<file path="config.mk">
export PLATFORM = sky130hd
export DESIGN_NAME = oscsel_ctrl
export DESIGN_NICKNAME = d
export VERILOG_FILES = /design/src/verilog/oscsel_dummy_unused.v /design/src/verilog/oscsel_switch.v /design/src/verilog/oscsel_ctrl.v
export VERILOG_INCLUDE_DIRS = /design/src /design/src/verilog
export SDC_FILE = /design/constraint.sdc
export NUM_CORES = 1
export LEC_CHECK = 0
export BUFFER_PORTS_ARGS = -buffer_cell sky130_fd_sc_hd__buf_2
export CAP_MARGIN = 20
export CORE_UTILIZATION = 40
export DETAILED_ROUTE_END_ITERATION = 12
export PLACE_DENSITY = 0.72
export SLEW_MARGIN = 15
export SYNTH_ARGS = -nofsm -noshare
export SYNTH_HDL_FRONTEND = slang
export SYNTH_SLANG_ARGS = --single-unit
export TNS_END_PERCENT = 1
</file>
<file path="constraint.sdc">
create_clock -name CLK -period 3.4 [get_ports CLK]
set_clock_uncertainty 0.15 [all_clocks]
set_input_delay 0.17 -clock CLK [delete_from_list [all_inputs] [get_ports CLK]]
set_output_delay 0.17 -clock CLK [all_outputs]
set_load 0.005 [all_outputs]
</file>
<file path="src/verilog/oscsel_map.vh">
// register map, field positions, reset values and timing of the oscillator select control
`ifndef OSCSEL_MAP_VH
`define OSCSEL_MAP_VH

// byte offsets of the apb registers
`define OSCSEL_CTRL_OFS 8'h00
`define OSCSEL_KEY_OFS 8'h04
`define OSCSEL_STAT_OFS 8'h08
`define OSCSEL_MASK_OFS 8'h0C

// field positions inside oscillator_control
`define OSCSEL_PLLF_LSB 16
`define OSCSEL_ACT_LSB 12
`define OSCSEL_REQ_LSB 8
`define OSCSEL_LOCK_BIT 7
`define OSCSEL_USBL_BIT 6
`define OSCSEL_SYSL_BIT 5
`define OSCSEL_SLP_BIT 4
`define OSCSEL_CF_BIT 3

// reset values
`define OSCSEL_PLLF_RST 3'h0
`define OSCSEL_LOCK_RST 1'b0
`define OSCSEL_SLP_RST 1'b0
`define OSCSEL_MASK_RST 4'h0
`define OSCSEL_SRC_RST 3'h0

// unlock key words, written in this order to the key register
`define OSCSEL_KEY_A 32'h5A5A0F0F
`define OSCSEL_KEY_B 32'hA5A5F0F0

// interrupt event positions in status and mask
`define OSCSEL_EV_DONE 0
`define OSCSEL_EV_FAIL 1
`define OSCSEL_EV_LOCKLOSS 2
`define OSCSEL_EV_REJECT 3
`define OSCSEL_EV_W 4

// source codes that run through the system pll
`define OSCSEL_SRC_FAST_RC_WITH_MULTIPLIER 3'h1
`define OSCSEL_SRC_PRIPLL 3'h3

// least settle time of the clock mux before a switch may commit
`define OSCSEL_CLK_NS 8
`define OSCSEL_SETTLE_NS 200
`define OSCSEL_SETTLE_CYC ((`OSCSEL_SETTLE_NS + `OSCSEL_CLK_NS - 1) / `OSCSEL_CLK_NS)

`endif

</file>
<file path="src/verilog/oscsel_dummy_unused.v">
`timescale 1ns/100ps
`default_nettype none
`default_nettype wire

</file>
<file path="src/verilog/oscsel_switch.v">
// clock source switch sequencer: drives the mux select and tracks the active source
`timescale 1ns/100ps
`default_nettype none
`include "oscsel_map.vh"
module oscsel_switch #(
  parameter CNT_W = 8,
  parameter [CNT_W-1:0] SETTLE = `OSCSEL_SETTLE_CYC
) (
  input wire clk,
  input wire rst_n,
  input wire init_load,
  input wire [2:0] init_code,
  input wire [2:0] requested,
  input wire pll_locked,
  input wire mux_ack,
  output reg [2:0] active_r,
  output reg [2:0] mux_sel_r,
  output reg busy_r,
  output reg done_r
);
  localparam ST_IDLE = 2'b00;
  localparam ST_SETTLE = 2'b01;
  localparam ST_ACK = 2'b10;

  reg [1:0] state_r;
  reg [CNT_W-1:0] cnt_r;
  reg [2:0] target_r;

  // pll-based sources must not be committed before the pll is usable
  function uses_pll;
    input [2:0] code;
    begin
      uses_pll = (code == `OSCSEL_SRC_FAST_RC_WITH_MULTIPLIER) || (code == `OSCSEL_SRC_PRIPLL);
    end
  endfunction

  // switch sequence: select, wait settle time, wait mux ack (and pll), then commit
  always @(posedge clk or negedge rst_n) begin
    if (!rst_n) begin
      state_r <= ST_IDLE;
      cnt_r <= {CNT_W{1'b0}};
      target_r <= `OSCSEL_SRC_RST;
      active_r <= `OSCSEL_SRC_RST;
      mux_sel_r <= `OSCSEL_SRC_RST;
      busy_r <= 1'b0;
      done_r <= 1'b0;
    end else begin
      done_r <= 1'b0;
      if (init_load) begin
        // startup source is live straight out of reset, no switch needed
        state_r <= ST_IDLE;
        active_r <= init_code;
        mux_sel_r <= init_code;
        target_r <= init_code;
        busy_r <= 1'b0;
      end else begin
        case (state_r)
          ST_IDLE: begin
            if (requested != active_r) begin
              target_r <= requested;
              mux_sel_r <= requested;
              cnt_r <= SETTLE;
              busy_r <= 1'b1;
              state_r <= ST_SETTLE;
            end
          end
          ST_SETTLE: begin
            if (cnt_r <= 1) begin
              state_r <= ST_ACK;
            end else begin
              cnt_r <= cnt_r - 1'b1;
            end
          end
          ST_ACK: begin
            if (mux_ack && (pll_locked || !uses_pll(target_r))) begin
              active_r <= target_r;
              done_r <= 1'b1;
              busy_r <= 1'b0;
              state_r <= ST_IDLE;
            end
          end
          default: begin
            state_r <= ST_IDLE;
            busy_r <= 1'b0;
          end
        endcase
      end
    end
  end
endmodule
`default_nettype wire

</file>
<file path="src/verilog/oscsel_ctrl.v">
// oscillator select control: apb registers, unlock, lock, status flags and interrupt
`timescale 1ns/100ps
`default_nettype none
`include "oscsel_map.vh"
module oscsel_ctrl #(
  parameter ADDR_W = 8,
  parameter USB_PRESENT = 1
) (
  input wire CLK,
  input wire RST_N,
  input wire PSEL,
  input wire PENABLE,
  input wire PWRITE,
  input wire [ADDR_W-1:0] PADDR,
  input wire [31:0] PWDATA,
  output reg [31:0] PRDATA,
  output reg PREADY,
  output reg PSLVERR,
  input wire [2:0] STARTUP_SOURCE_CONFIG,
  input wire [1:0] SWITCH_MONITOR_CONFIG,
  input wire SYS_PLL_LOCKED,
  input wire USB_PLL_LOCKED,
  input wire CLOCK_FAIL_DETECT,
  input wire CLK_MUX_ACK,
  output reg [2:0] CLK_SRC_SEL,
  output reg [2:0] PLL_FACTOR_SELECT,
  output reg [4:0] PLL_MULTIPLY,
  output reg SLEEP_ON_WAIT,
  output reg SWITCH_BUSY,
  output reg IRQ
);
  reg rst_s1_r;
  reg rst_s2_r;
  wire rst_n_i;

  // reset is asserted at once and released through two flops
  always @(posedge CLK or negedge RST_N) begin
    if (!RST_N) begin
      rst_s1_r <= 1'b0;
      rst_s2_r <= 1'b0;
    end else begin
      rst_s1_r <= 1'b1;
      rst_s2_r <= rst_s1_r;
    end
  end
  assign rst_n_i = rst_s2_r;

  // pin inputs pass two flops; only the second stage is read by logic
  reg [2:0] cfg_s1_r;
  reg [2:0] cfg_s2_r;
  reg [1:0] mon_s1_r;
  reg [1:0] mon_s2_r;
  reg [3:0] pin_s1_r;
  reg [3:0] pin_s2_r;
  reg sysl_d_r;
  reg fail_d_r;
  always @(posedge CLK or negedge rst_n_i) begin
    if (!rst_n_i) begin
      cfg_s1_r <= 3'h0;
      cfg_s2_r <= 3'h0;
      mon_s1_r <= 2'h0;
      mon_s2_r <= 2'h0;
      pin_s1_r <= 4'h0;
      pin_s2_r <= 4'h0;
      sysl_d_r <= 1'b0;
      fail_d_r <= 1'b0;
    end else begin
      cfg_s1_r <= STARTUP_SOURCE_CONFIG;
      cfg_s2_r <= cfg_s1_r;
      mon_s1_r <= SWITCH_MONITOR_CONFIG;
      mon_s2_r <= mon_s1_r;
      pin_s1_r <= {CLK_MUX_ACK, CLOCK_FAIL_DETECT, USB_PLL_LOCKED, SYS_PLL_LOCKED};
      pin_s2_r <= pin_s1_r;
      sysl_d_r <= pin_s2_r[0];
      fail_d_r <= pin_s2_r[2];
    end
  end
  wire sys_locked = pin_s2_r[0];
  wire usb_locked = pin_s2_r[1] & (USB_PRESENT != 0);
  wire fail_seen = pin_s2_r[2];
  wire mux_ack = pin_s2_r[3];

  // startup strap is caught once it has crossed both sync stages
  reg [1:0] init_cnt_r;
  reg init_load_r;
  always @(posedge CLK or negedge rst_n_i) begin
    if (!rst_n_i) begin
      init_cnt_r <= 2'h0;
      init_load_r <= 1'b0;
    end else begin
      init_load_r <= (init_cnt_r == 2'h1);
      if (init_cnt_r != 2'h3) begin
        init_cnt_r <= init_cnt_r + 2'h1;
      end
    end
  end

  // multiplier value of each factor code
  function [4:0] mult_of;
    input [2:0] code;
    begin
      case (code)
        3'h7: mult_of = 5'h18;
        default: mult_of = {2'h0, code} + 5'h0F;
      endcase
    end
  endfunction

  // register index of an address, 3'h7 when unmapped
  function [2:0] reg_sel;
    input [ADDR_W-1:0] addr;
    begin
      case (addr[7:0])
        `OSCSEL_CTRL_OFS: reg_sel = 3'h0;
        `OSCSEL_KEY_OFS: reg_sel = 3'h1;
        `OSCSEL_STAT_OFS: reg_sel = 3'h2;
        `OSCSEL_MASK_OFS: reg_sel = 3'h3;
        default: reg_sel = 3'h7;
      endcase
      if (ADDR_W > 8 && (addr >> 8) != 0) begin
        reg_sel = 3'h7;
      end
    end
  endfunction

  // apb phases: one wait cycle, the write lands on the edge with pready high
  wire acc_first = PSEL & PENABLE & ~PREADY;
  wire acc_done = PSEL & PENABLE & PREADY;
  wire [2:0] sel = reg_sel(PADDR);
  wire wr_done = acc_done & PWRITE;

  reg [2:0] pllf_r;
  reg [2:0] req_r;
  reg lock_r;
  reg slp_r;
  reg cf_r;
  reg [1:0] key_stage_r;
  reg [`OSCSEL_EV_W-1:0] stat_r;
  reg [`OSCSEL_EV_W-1:0] mask_r;
  wire [2:0] active;
  wire sw_busy;
  wire sw_done;
  wire [2:0] mux_sel;

  // monitor config 1x honours the lock bit, 0x never locks
  wire frozen = lock_r & mon_s2_r[1];
  wire armed = (key_stage_r == 2'h2);
  wire ctrl_wr = wr_done & (sel == 3'h0);
  wire ctrl_ok = ctrl_wr & armed;
  wire fail_rise = fail_seen & ~fail_d_r;

  // oscillator_control read image; unimplemented bits stay zero
  wire [31:0] ctrl_img = ({29'h0, pllf_r} << `OSCSEL_PLLF_LSB)
    | ({29'h0, active} << `OSCSEL_ACT_LSB)
    | ({29'h0, req_r} << `OSCSEL_REQ_LSB)
    | ({31'h0, lock_r} << `OSCSEL_LOCK_BIT)
    | ({31'h0, usb_locked} << `OSCSEL_USBL_BIT)
    | ({31'h0, sys_locked} << `OSCSEL_SYSL_BIT)
    | ({31'h0, slp_r} << `OSCSEL_SLP_BIT)
    | ({31'h0, cf_r} << `OSCSEL_CF_BIT);

  // control fields; a write without the key sequence is dropped
  always @(posedge CLK or negedge rst_n_i) begin
    if (!rst_n_i) begin
      pllf_r <= `OSCSEL_PLLF_RST;
      req_r <= `OSCSEL_SRC_RST;
      lock_r <= `OSCSEL_LOCK_RST;
      slp_r <= `OSCSEL_SLP_RST;
      cf_r <= 1'b0;
    end else begin
      if (init_load_r) begin
        req_r <= cfg_s2_r;
      end else if (ctrl_ok && !frozen) begin
        pllf_r <= PWDATA[`OSCSEL_PLLF_LSB+2:`OSCSEL_PLLF_LSB];
        req_r <= PWDATA[`OSCSEL_REQ_LSB+2:`OSCSEL_REQ_LSB];
      end
      if (ctrl_ok) begin
        lock_r <= PWDATA[`OSCSEL_LOCK_BIT];
        slp_r <= PWDATA[`OSCSEL_SLP_BIT];
      end
      // a failure in the clearing cycle still sets the flag
      if (fail_seen) begin
        cf_r <= 1'b1;
      end else if (ctrl_ok && !PWDATA[`OSCSEL_CF_BIT]) begin
        cf_r <= 1'b0;
      end
    end
  end

  // key sequence arms exactly one control write; a wrong word starts over
  always @(posedge CLK or negedge rst_n_i) begin
    if (!rst_n_i) begin
      key_stage_r <= 2'h0;
    end else if (wr_done) begin
      if (sel == 3'h1) begin
        if (PWDATA == `OSCSEL_KEY_A) begin
          key_stage_r <= 2'h1;
        end else if (key_stage_r == 2'h1 && PWDATA == `OSCSEL_KEY_B) begin
          key_stage_r <= 2'h2;
        end else begin
          key_stage_r <= 2'h0;
        end
      end else begin
        key_stage_r <= 2'h0;
      end
    end
  end

  // sticky events; a status read clears only the bits it returned
  reg [`OSCSEL_EV_W-1:0] ev;
  reg [`OSCSEL_EV_W-1:0] clr;
  reg [`OSCSEL_EV_W-1:0] stat_nxt;
  always @* begin
    ev = {`OSCSEL_EV_W{1'b0}};
    ev[`OSCSEL_EV_DONE] = sw_done;
    ev[`OSCSEL_EV_FAIL] = fail_rise;
    ev[`OSCSEL_EV_LOCKLOSS] = sysl_d_r & ~sys_locked;
    ev[`OSCSEL_EV_REJECT] = ctrl_wr & ~armed;
    clr = {`OSCSEL_EV_W{1'b0}};
    if (acc_done && !PWRITE && sel == 3'h2) begin
      clr = PRDATA[`OSCSEL_EV_W-1:0];
    end
    stat_nxt = (stat_r & ~clr) | ev;
  end

  always @(posedge CLK or negedge rst_n_i) begin
    if (!rst_n_i) begin
      stat_r <= {`OSCSEL_EV_W{1'b0}};
      mask_r <= `OSCSEL_MASK_RST;
      IRQ <= 1'b0;
    end else begin
      stat_r <= stat_nxt;
      if (wr_done && sel == 3'h3) begin
        mask_r <= PWDATA[`OSCSEL_EV_W-1:0];
      end
      IRQ <= |(stat_nxt & mask_r);
    end
  end

  // apb answer: data and error are set up on the first access edge
  always @(posedge CLK or negedge rst_n_i) begin
    if (!rst_n_i) begin
      PREADY <= 1'b0;
      PRDATA <= 32'h0;
      PSLVERR <= 1'b0;
    end else if (acc_first) begin
      PREADY <= 1'b1;
      PSLVERR <= (sel == 3'h7);
      case (sel)
        3'h0: PRDATA <= PWRITE ? 32'h0 : ctrl_img;
        3'h2: PRDATA <= PWRITE ? 32'h0 : {{(32-`OSCSEL_EV_W){1'b0}}, stat_r};
        3'h3: PRDATA <= PWRITE ? 32'h0 : {{(32-`OSCSEL_EV_W){1'b0}}, mask_r};
        default: PRDATA <= 32'h0; // key register is write-only
      endcase
    end else begin
      PREADY <= 1'b0;
      PSLVERR <= 1'b0;
    end
  end

  // source switching runs apart so a slow mux never stalls the bus
  oscsel_switch u_switch (
    .clk(CLK),
    .rst_n(rst_n_i),
    .init_load(init_load_r),
    .init_code(cfg_s2_r),
    .requested(req_r),
    .pll_locked(sys_locked),
    .mux_ack(mux_ack),
    .active_r(active),
    .mux_sel_r(mux_sel),
    .busy_r(sw_busy),
    .done_r(sw_done)
  );

  // outputs are re-registered so every top port comes from a flop
  always @(posedge CLK or negedge rst_n_i) begin
    if (!rst_n_i) begin
      CLK_SRC_SEL <= `OSCSEL_SRC_RST;
      PLL_FACTOR_SELECT <= `OSCSEL_PLLF_RST;
      PLL_MULTIPLY <= 5'h0F;
      SLEEP_ON_WAIT <= `OSCSEL_SLP_RST;
      SWITCH_BUSY <= 1'b0;
    end else begin
      CLK_SRC_SEL <= mux_sel;
      PLL_FACTOR_SELECT <= pllf_r;
      PLL_MULTIPLY <= mult_of(pllf_r);
      SLEEP_ON_WAIT <= slp_r;
      SWITCH_BUSY <= sw_busy;
    end
  end
endmodule
`default_nettype wire

</file>
---- After elaboration in Yosys (flattened, before gate mapping) ----
Index checks and enable logic that the tools add are counted.
storage, ports and cells
  register bits after elaboration ......... 110
  input bits .............................. 54
  logic and storage cells ................. 157
operators by class
  add/sub/neg operators ................... 3
  $lt $le $gt $ge ......................... 1
  eq/ne operators ......................... 25
  mux-type cells .......................... 37
  bitwise logic cells ..................... 26
  reductions and logical operators ........ 30
operators with widths
  kind                                             count
  case mux 32 bit (3 select lines)                 1
  == test 32 x 31 -> 1 bit, second input constant  1
  == test 32 bit, second input constant            1
  2-to-1 mux 3 bit                                 8
  2-to-1 mux 19 bit                                1
  bitwise OR 19 x 11 -> 19 bit                     1
  bitwise OR 19 x 15 -> 19 bit                     1
  bitwise OR 19 x 4 -> 19 bit                      1
  bitwise OR 19 x 5 -> 19 bit                      1
  bitwise OR 19 x 6 -> 19 bit                      1
  bitwise OR 19 x 7 -> 19 bit                      1
  bitwise OR 19 x 8 -> 19 bit                      1
  == test 8 x 4 -> 1 bit, second input constant    2
  2-to-1 mux 8 bit                                 2
  case mux 8 bit (2 select lines)                  1
  2-to-1 mux 2 bit                                 7
  nonzero test 2 bit                               7
  2-to-1 mux 4 bit                                 3
  case mux 3 bit (4 select lines)                  1
  AND 1 bit                                        10
  2-to-1 mux 1 bit                                 10
  == test 3 x 2 -> 1 bit, second input constant    3
  != test 3 x 2 -> 1 bit, second input constant    3
  AND 4 bit                                        2
  28 further kinds                                 52

---- Logic depth before layout (Yosys ltp) ----
  depth after elaboration ................. 10
  gate-level depth with buffers ........... 6
  mapped depth without buffers ............ 6

---- Modules after synthesis ----
A second synthesis with hierarchy kept.
unflattened totals
  cells, all modules ...................... 332
  area total of the unflattened synthesis .. 4,067.7 um^2
modules (own cells, without submodules)
  module         instances  cells an instance  area an instance (um^2)  sequential area each (um^2)
  oscsel_ctrl    1          236                3,060.4                  1,881.8
  oscsel_switch  1          96                 1,007.2                  450.4

---- Least setup slack after synthesis ----
No wires, ideal clock.
  kind .................................... flip-flop to flip-flop
  from .................................... register u_switch.cnt_r[2]
  to ...................................... register u_switch.cnt_r[3]
  setup time .............................. 0.128 ns
  data arrival time ....................... 1.849 ns
  required time ........................... 3.122 ns
  path slack .............................. 1.273 ns
  stages on the path, launching flop included .. 6
  period minus slack after synthesis ...... 2.127 ns
  cells stage by stage .................... dfrtp_1 or4_1 clkbuf_2 o41ai_4 nor3_1 mux2_1
on the way
  longest elaborated chain between the ends .. 3
  elaborated cells on any way between the ends .. 6
RTL lines
  what                                                                                         RTL line                                source
  start: declaration                                                                           oscsel_switch.v:26                      reg [CNT_W-1:0] cnt_r;
  start signal: assignment                                                                     oscsel_switch.v:41                      cnt_r <= {CNT_W{1'b0}};
  start signal: assignment                                                                     oscsel_switch.v:71                      cnt_r <= cnt_r - 1'b1;
  subtractor 8 x 1 -> 8 bit / less-or-equal comparator 8 x 1 -> 1 bit (equally long branches)  oscsel_switch.v:71, oscsel_switch.v:68
  2-to-1 mux 8 bit / != test 2 bit (equally long branches)                                     n/a
  case mux 8 bit (2 select lines) / AND reduction 4 bit (equally long branches)                n/a
Several ways; a longest one is shown, not always the timed one. The select of a mux whose other input is x is not followed.
A chain may end at the register's enable or synchronous reset.

---- Worst setup path in the final report ----
  from .................................... input port PWDATA[7]
  to ...................................... register key_stage_r[0]
on the way
  longest elaborated chain between the ends .. 3
RTL lines
  what                                RTL line           source
  start: declaration                  oscsel_ctrl.v:15   input wire [31:0] PWDATA,
  == test 32 x 31 -> 1 bit (no line)  n/a
  2-to-1 mux 2 bit                    oscsel_ctrl.v:196  if (PWDATA == `OSCSEL_KEY_A) begin
  2-to-1 mux 2 bit                    oscsel_ctrl.v:195  if (sel == 3'h1) begin
  end signal: assignment              oscsel_ctrl.v:197  key_stage_r <= 2'h1;
  end signal: assignment              oscsel_ctrl.v:199  key_stage_r <= 2'h2;
  end signal: assignment              oscsel_ctrl.v:201  key_stage_r <= 2'h0;
  end: declaration                    oscsel_ctrl.v:137  reg [1:0] key_stage_r;
No other way between the ends.

==> summary.txt <==
Die
  • Ports: 102
  • Core footprint: 0.00982 mm²
  • Die area: approximately 0.011 mm²
  • Die height: 103 µm
  • Row cnt: 36
  • Width of the die: 103 µm
  • Initial Util: 0.413

Pwr
  • Worst IR Drop VDD: between 0.0002 and 0.00025 V
  • Pwr/cell area: 520 mW/mm²
  • P_leak: 2.37 nW

Drt
  • Via-to-Cell Ratio: about 5.1
  • DR pass1 iterations: 4
  • DRC viols: 0
  • WL final: 8530 µm
  • Vias after detailed routing: 3000
  • DR iter-0 viols: 103
  • Post-DRT Antenna Nets: 0
  • Average routed wire per standard cell: between 10 and 15 µm

Global routing
  • Initial antenna violation count: 0
  • First-pass GRT wire length: 13400 µm
  • Vias in the first global route: ~2700
  • Global route total overflow: 0
  • Tot GR Track Use: 0.171
  • Largest net degree at the start of global routing: 72

STA
  • Slew headroom: 0.411
  • Period utilization: 0.742
  • Worst-margin pin slew: between 0.8 and 0.9 ns
  • Fmax: approximately 0.40 GHz
  • Final setup vio count: 0
  • Unrepaired setup endpoints after global routing: no
  • Final min period: 2.52 ns
  • Final Max Slew Viols: 0
  • Worst Hold Slack: 0.0213 ns
  • Fin. Hold Viols: 0
  • Total negative slack: 0 ns

Logic synthesis
  • Synthesized cell area: approximately 0.004 mm²
  • Synth warnings: 0
  • Syn_area_per_cell: between 10 and 15 µm²
  • Yosys top cell by area: dfrtp_1
  • Post-synth EDFFs: 0
  • Seq/Total Area, Yosys: 0.575
  • Syn Inst Count: 340
  • Synth Register Bits: 93
  • Synth cell types: a little under 60
  • Yosys top cell area share: 0.549
  • Top FF cell, synth: dfrtp_1
  • Leading post-synthesis cells by cell area: dfrtp_1 55%, buf_4 3.0%, mux2i_1 2.7%
  • Ys async rst share: 1.00

Worst hold path
  • Worst hold start: PWDATA[10]
  • Hold endpoint: req_r[2]
  • Hold Path Cell Cnt: 3
  • Worst min path class: in2reg

Worst setup path
  • CP Capture Type: flop
  • R2R setup slack: 1.08 ns
  • CP top delay family: buffers and inverters
  • Worst Path Arrival: 2.68 ns
  • CP Launch Type: input pin
  • Buf/Inv on CP: 4
  • FF-to-FF path depth: 3
  • Worst-path fanout max: 3
  • CP cell instances: dlygate4sd3_1, buf_2, nor4bb_1, nand4_1, dlygate4sd3_1, o31ai_1, dlygate4sd3_1
  • Largest stage delay on the critical path: roughly 0.58 ns
  • Top cell by count, worst path: dlygate4sd3_1
  • Critical R2R Capture: u_switch.cnt_r[0]
  • FF-to-FF Start: u_switch.cnt_r[2]
  • Worst setup path class: in2reg
  • Critical Path RT: about 3.6 ns
  • Slowest-stage cell, CP: dlygate4sd3_1

Clock network
  • Post-CTS Setup Bufs: 0
  • Cts bufs inserted: 9
  • Worst-path clk slew: roughly 0.11 ns
  • H-tree Lvls: 3
  • CTS tree: yes
  • Max Buffers Root-to-Sink: 2
  • Root buffer cell: clkbuf_8
  • Skew-Pair Late Insertion Delay: ~0.37 ns
  • # clock sinks: between 90 and 100

Placed design
  • DP HPWL: between 6000 and 7000 µm
  • Buffers on Ports: between 80 and 90
  • Routability cong.: 0.835
  • Placed cell count: about 550

Cells and area
  • ANT cells: 0
  • Final Instance Count excl. Fillers: a little under 600
  • Area growth from synthesis to layout: 23.0%
  • Multi-input logic area: between 0.0015 and 0.002 mm²
  • Final net count: 512
  • Most frequent cells in the layout: 88 x dfrtp_1, 85 x buf_2, 25 x nand2_1
  • Fillers: between 800 and 900
  • Commonest non-fill, non-tap cell in the layout: dfrtp_1
  • Layout cell share with drive strength beyond 1: 0.301
  • Reg area: roughly 0.0023 mm²

Status
  • Status: finished clean

Run
  • Max cap viols: 0
logic make-up after synthesis:
logic type      Yosys count  share of synthesized area
buf+inv                  36                     0.0528
flops                    93                      0.575
simple gates            107                      0.163
other cells               2                    0.00185
mux                      20                     0.0522
compound gates           73                      0.131
fa+ha+maj                 5                     0.0154
xor+xnor                  4                    0.00864
what timing repair did:
action | in CTS | in global routing
hold endpoints to repair | 21 | 0
hold buffers | 22 | 0
setup endpoints to repair | 0 | 0
gates resized for setup | 0 | 0
final cells by class:
| type | instances | area share |
|---|---|---|
| flip-flops and latches | 93 | 0.469 |
| multi-input cells | 225 | 0.313 |
| repair buffers | 110 | 0.134 |
| well taps | 133 | 0.0334 |
| clock buffers | 9 | 0.0248 |
| clock inverters | 7 | 0.0156 |
| inverters | 14 | 0.0105 |
power by group:
part	internal [mW]	total, mW	switching [mW]	leakage (nW)
Combinational	0.239	0.505	0.266	1.12
Clock	0.294	0.732	0.439	0.100
Sequential	1.24	1.35	0.118	1.15
Total	1.77	2.59	0.823	2.37
through the flow:
stage / instance area, µm² / total power [mW] / worst slack, ns / utilization
finish: 4980 / 2.59 / 0.876 / 0.508
global route: 4980 / 2.76 / 0.855 / 0.508
CTS: 4980 / 2.61 / 0.952 / 0.508
detailed placement: 4560 / 1.87 / 1.04 / 0.465
global placement: 4560 / 1.84 / 1.05 / 0.465
floorplan: 4110 / 1.71 / 0.475 / -
cell usage after synthesis (2+ instances only):
library cell and instances:
dfrtp_1 89, nand2_1 25, o21ai_0 18, nor2_1 17, buf_4 16, inv_1 13, a21oi_1 11, mux2i_1 11
a22o_2 9, nor4bb_1 9, mux2_2 8, nand4_1 8, a31oi_1 6, nor2b_1 6, a22o_1 5, ha_1 5
nor4_1 5, o31ai_1 5, or2_2 5, dfstp_2 4, nand3_1 4, nor3_1 4, o41ai_1 4, a21o_1 3
and4_1 3, clkbuf_1 3, nor4b_1 3, o311ai_0 3, xor2_1 3, conb_1 2, nand2b_1 2, nand4b_1 2
o22ai_1 2, or4_1 2
flip-flops by register name, indices dropped and copies added, names as in the netlist, 4 cells and up:
| register | cells |
|---|---|
| pin_s1_r | 4 |
| stat_r | 4 |
| pin_s2_r | 4 |
| PRDATA | 17 |
| mask_r | 4 |
| u_switch.cnt_r | 8 |
| PLL_MULTIPLY | 5 |
worst min-delay path: stages:
cell and delay, ns:
buf_2 0.11, a31oi_1 0.08, a21oi_1 0.14
how the worst max path moves through the flow:
stage,from,end,slack [ns],cells past startpoint
after floorplan,rst_n_i,CLK_SRC_SEL[0],0.47,0
after global placement,PADDR[1],PRDATA[12],1.05,5
after detailed placement,PADDR[1],PRDATA[8],1.04,5
after CTS,PWDATA[7],key_stage_r[0],0.95,7
after global routing,PWDATA[7],key_stage_r[0],0.86,7
final,PWDATA[7],key_stage_r[0],0.88,7
metal layers:
metal  routed length [µm]  share of wire  vias to the layer above  track usage
met4                   97          0.011                        0       0.0703
li1                     -              -                     1450            -
met2                 4220           0.49                       74        0.270
met1                 3870           0.45                     1468        0.227
met5                    0              0                        -            0
met3                  346          0.041                        8       0.0393
Power figures use the tool's default switching activity.
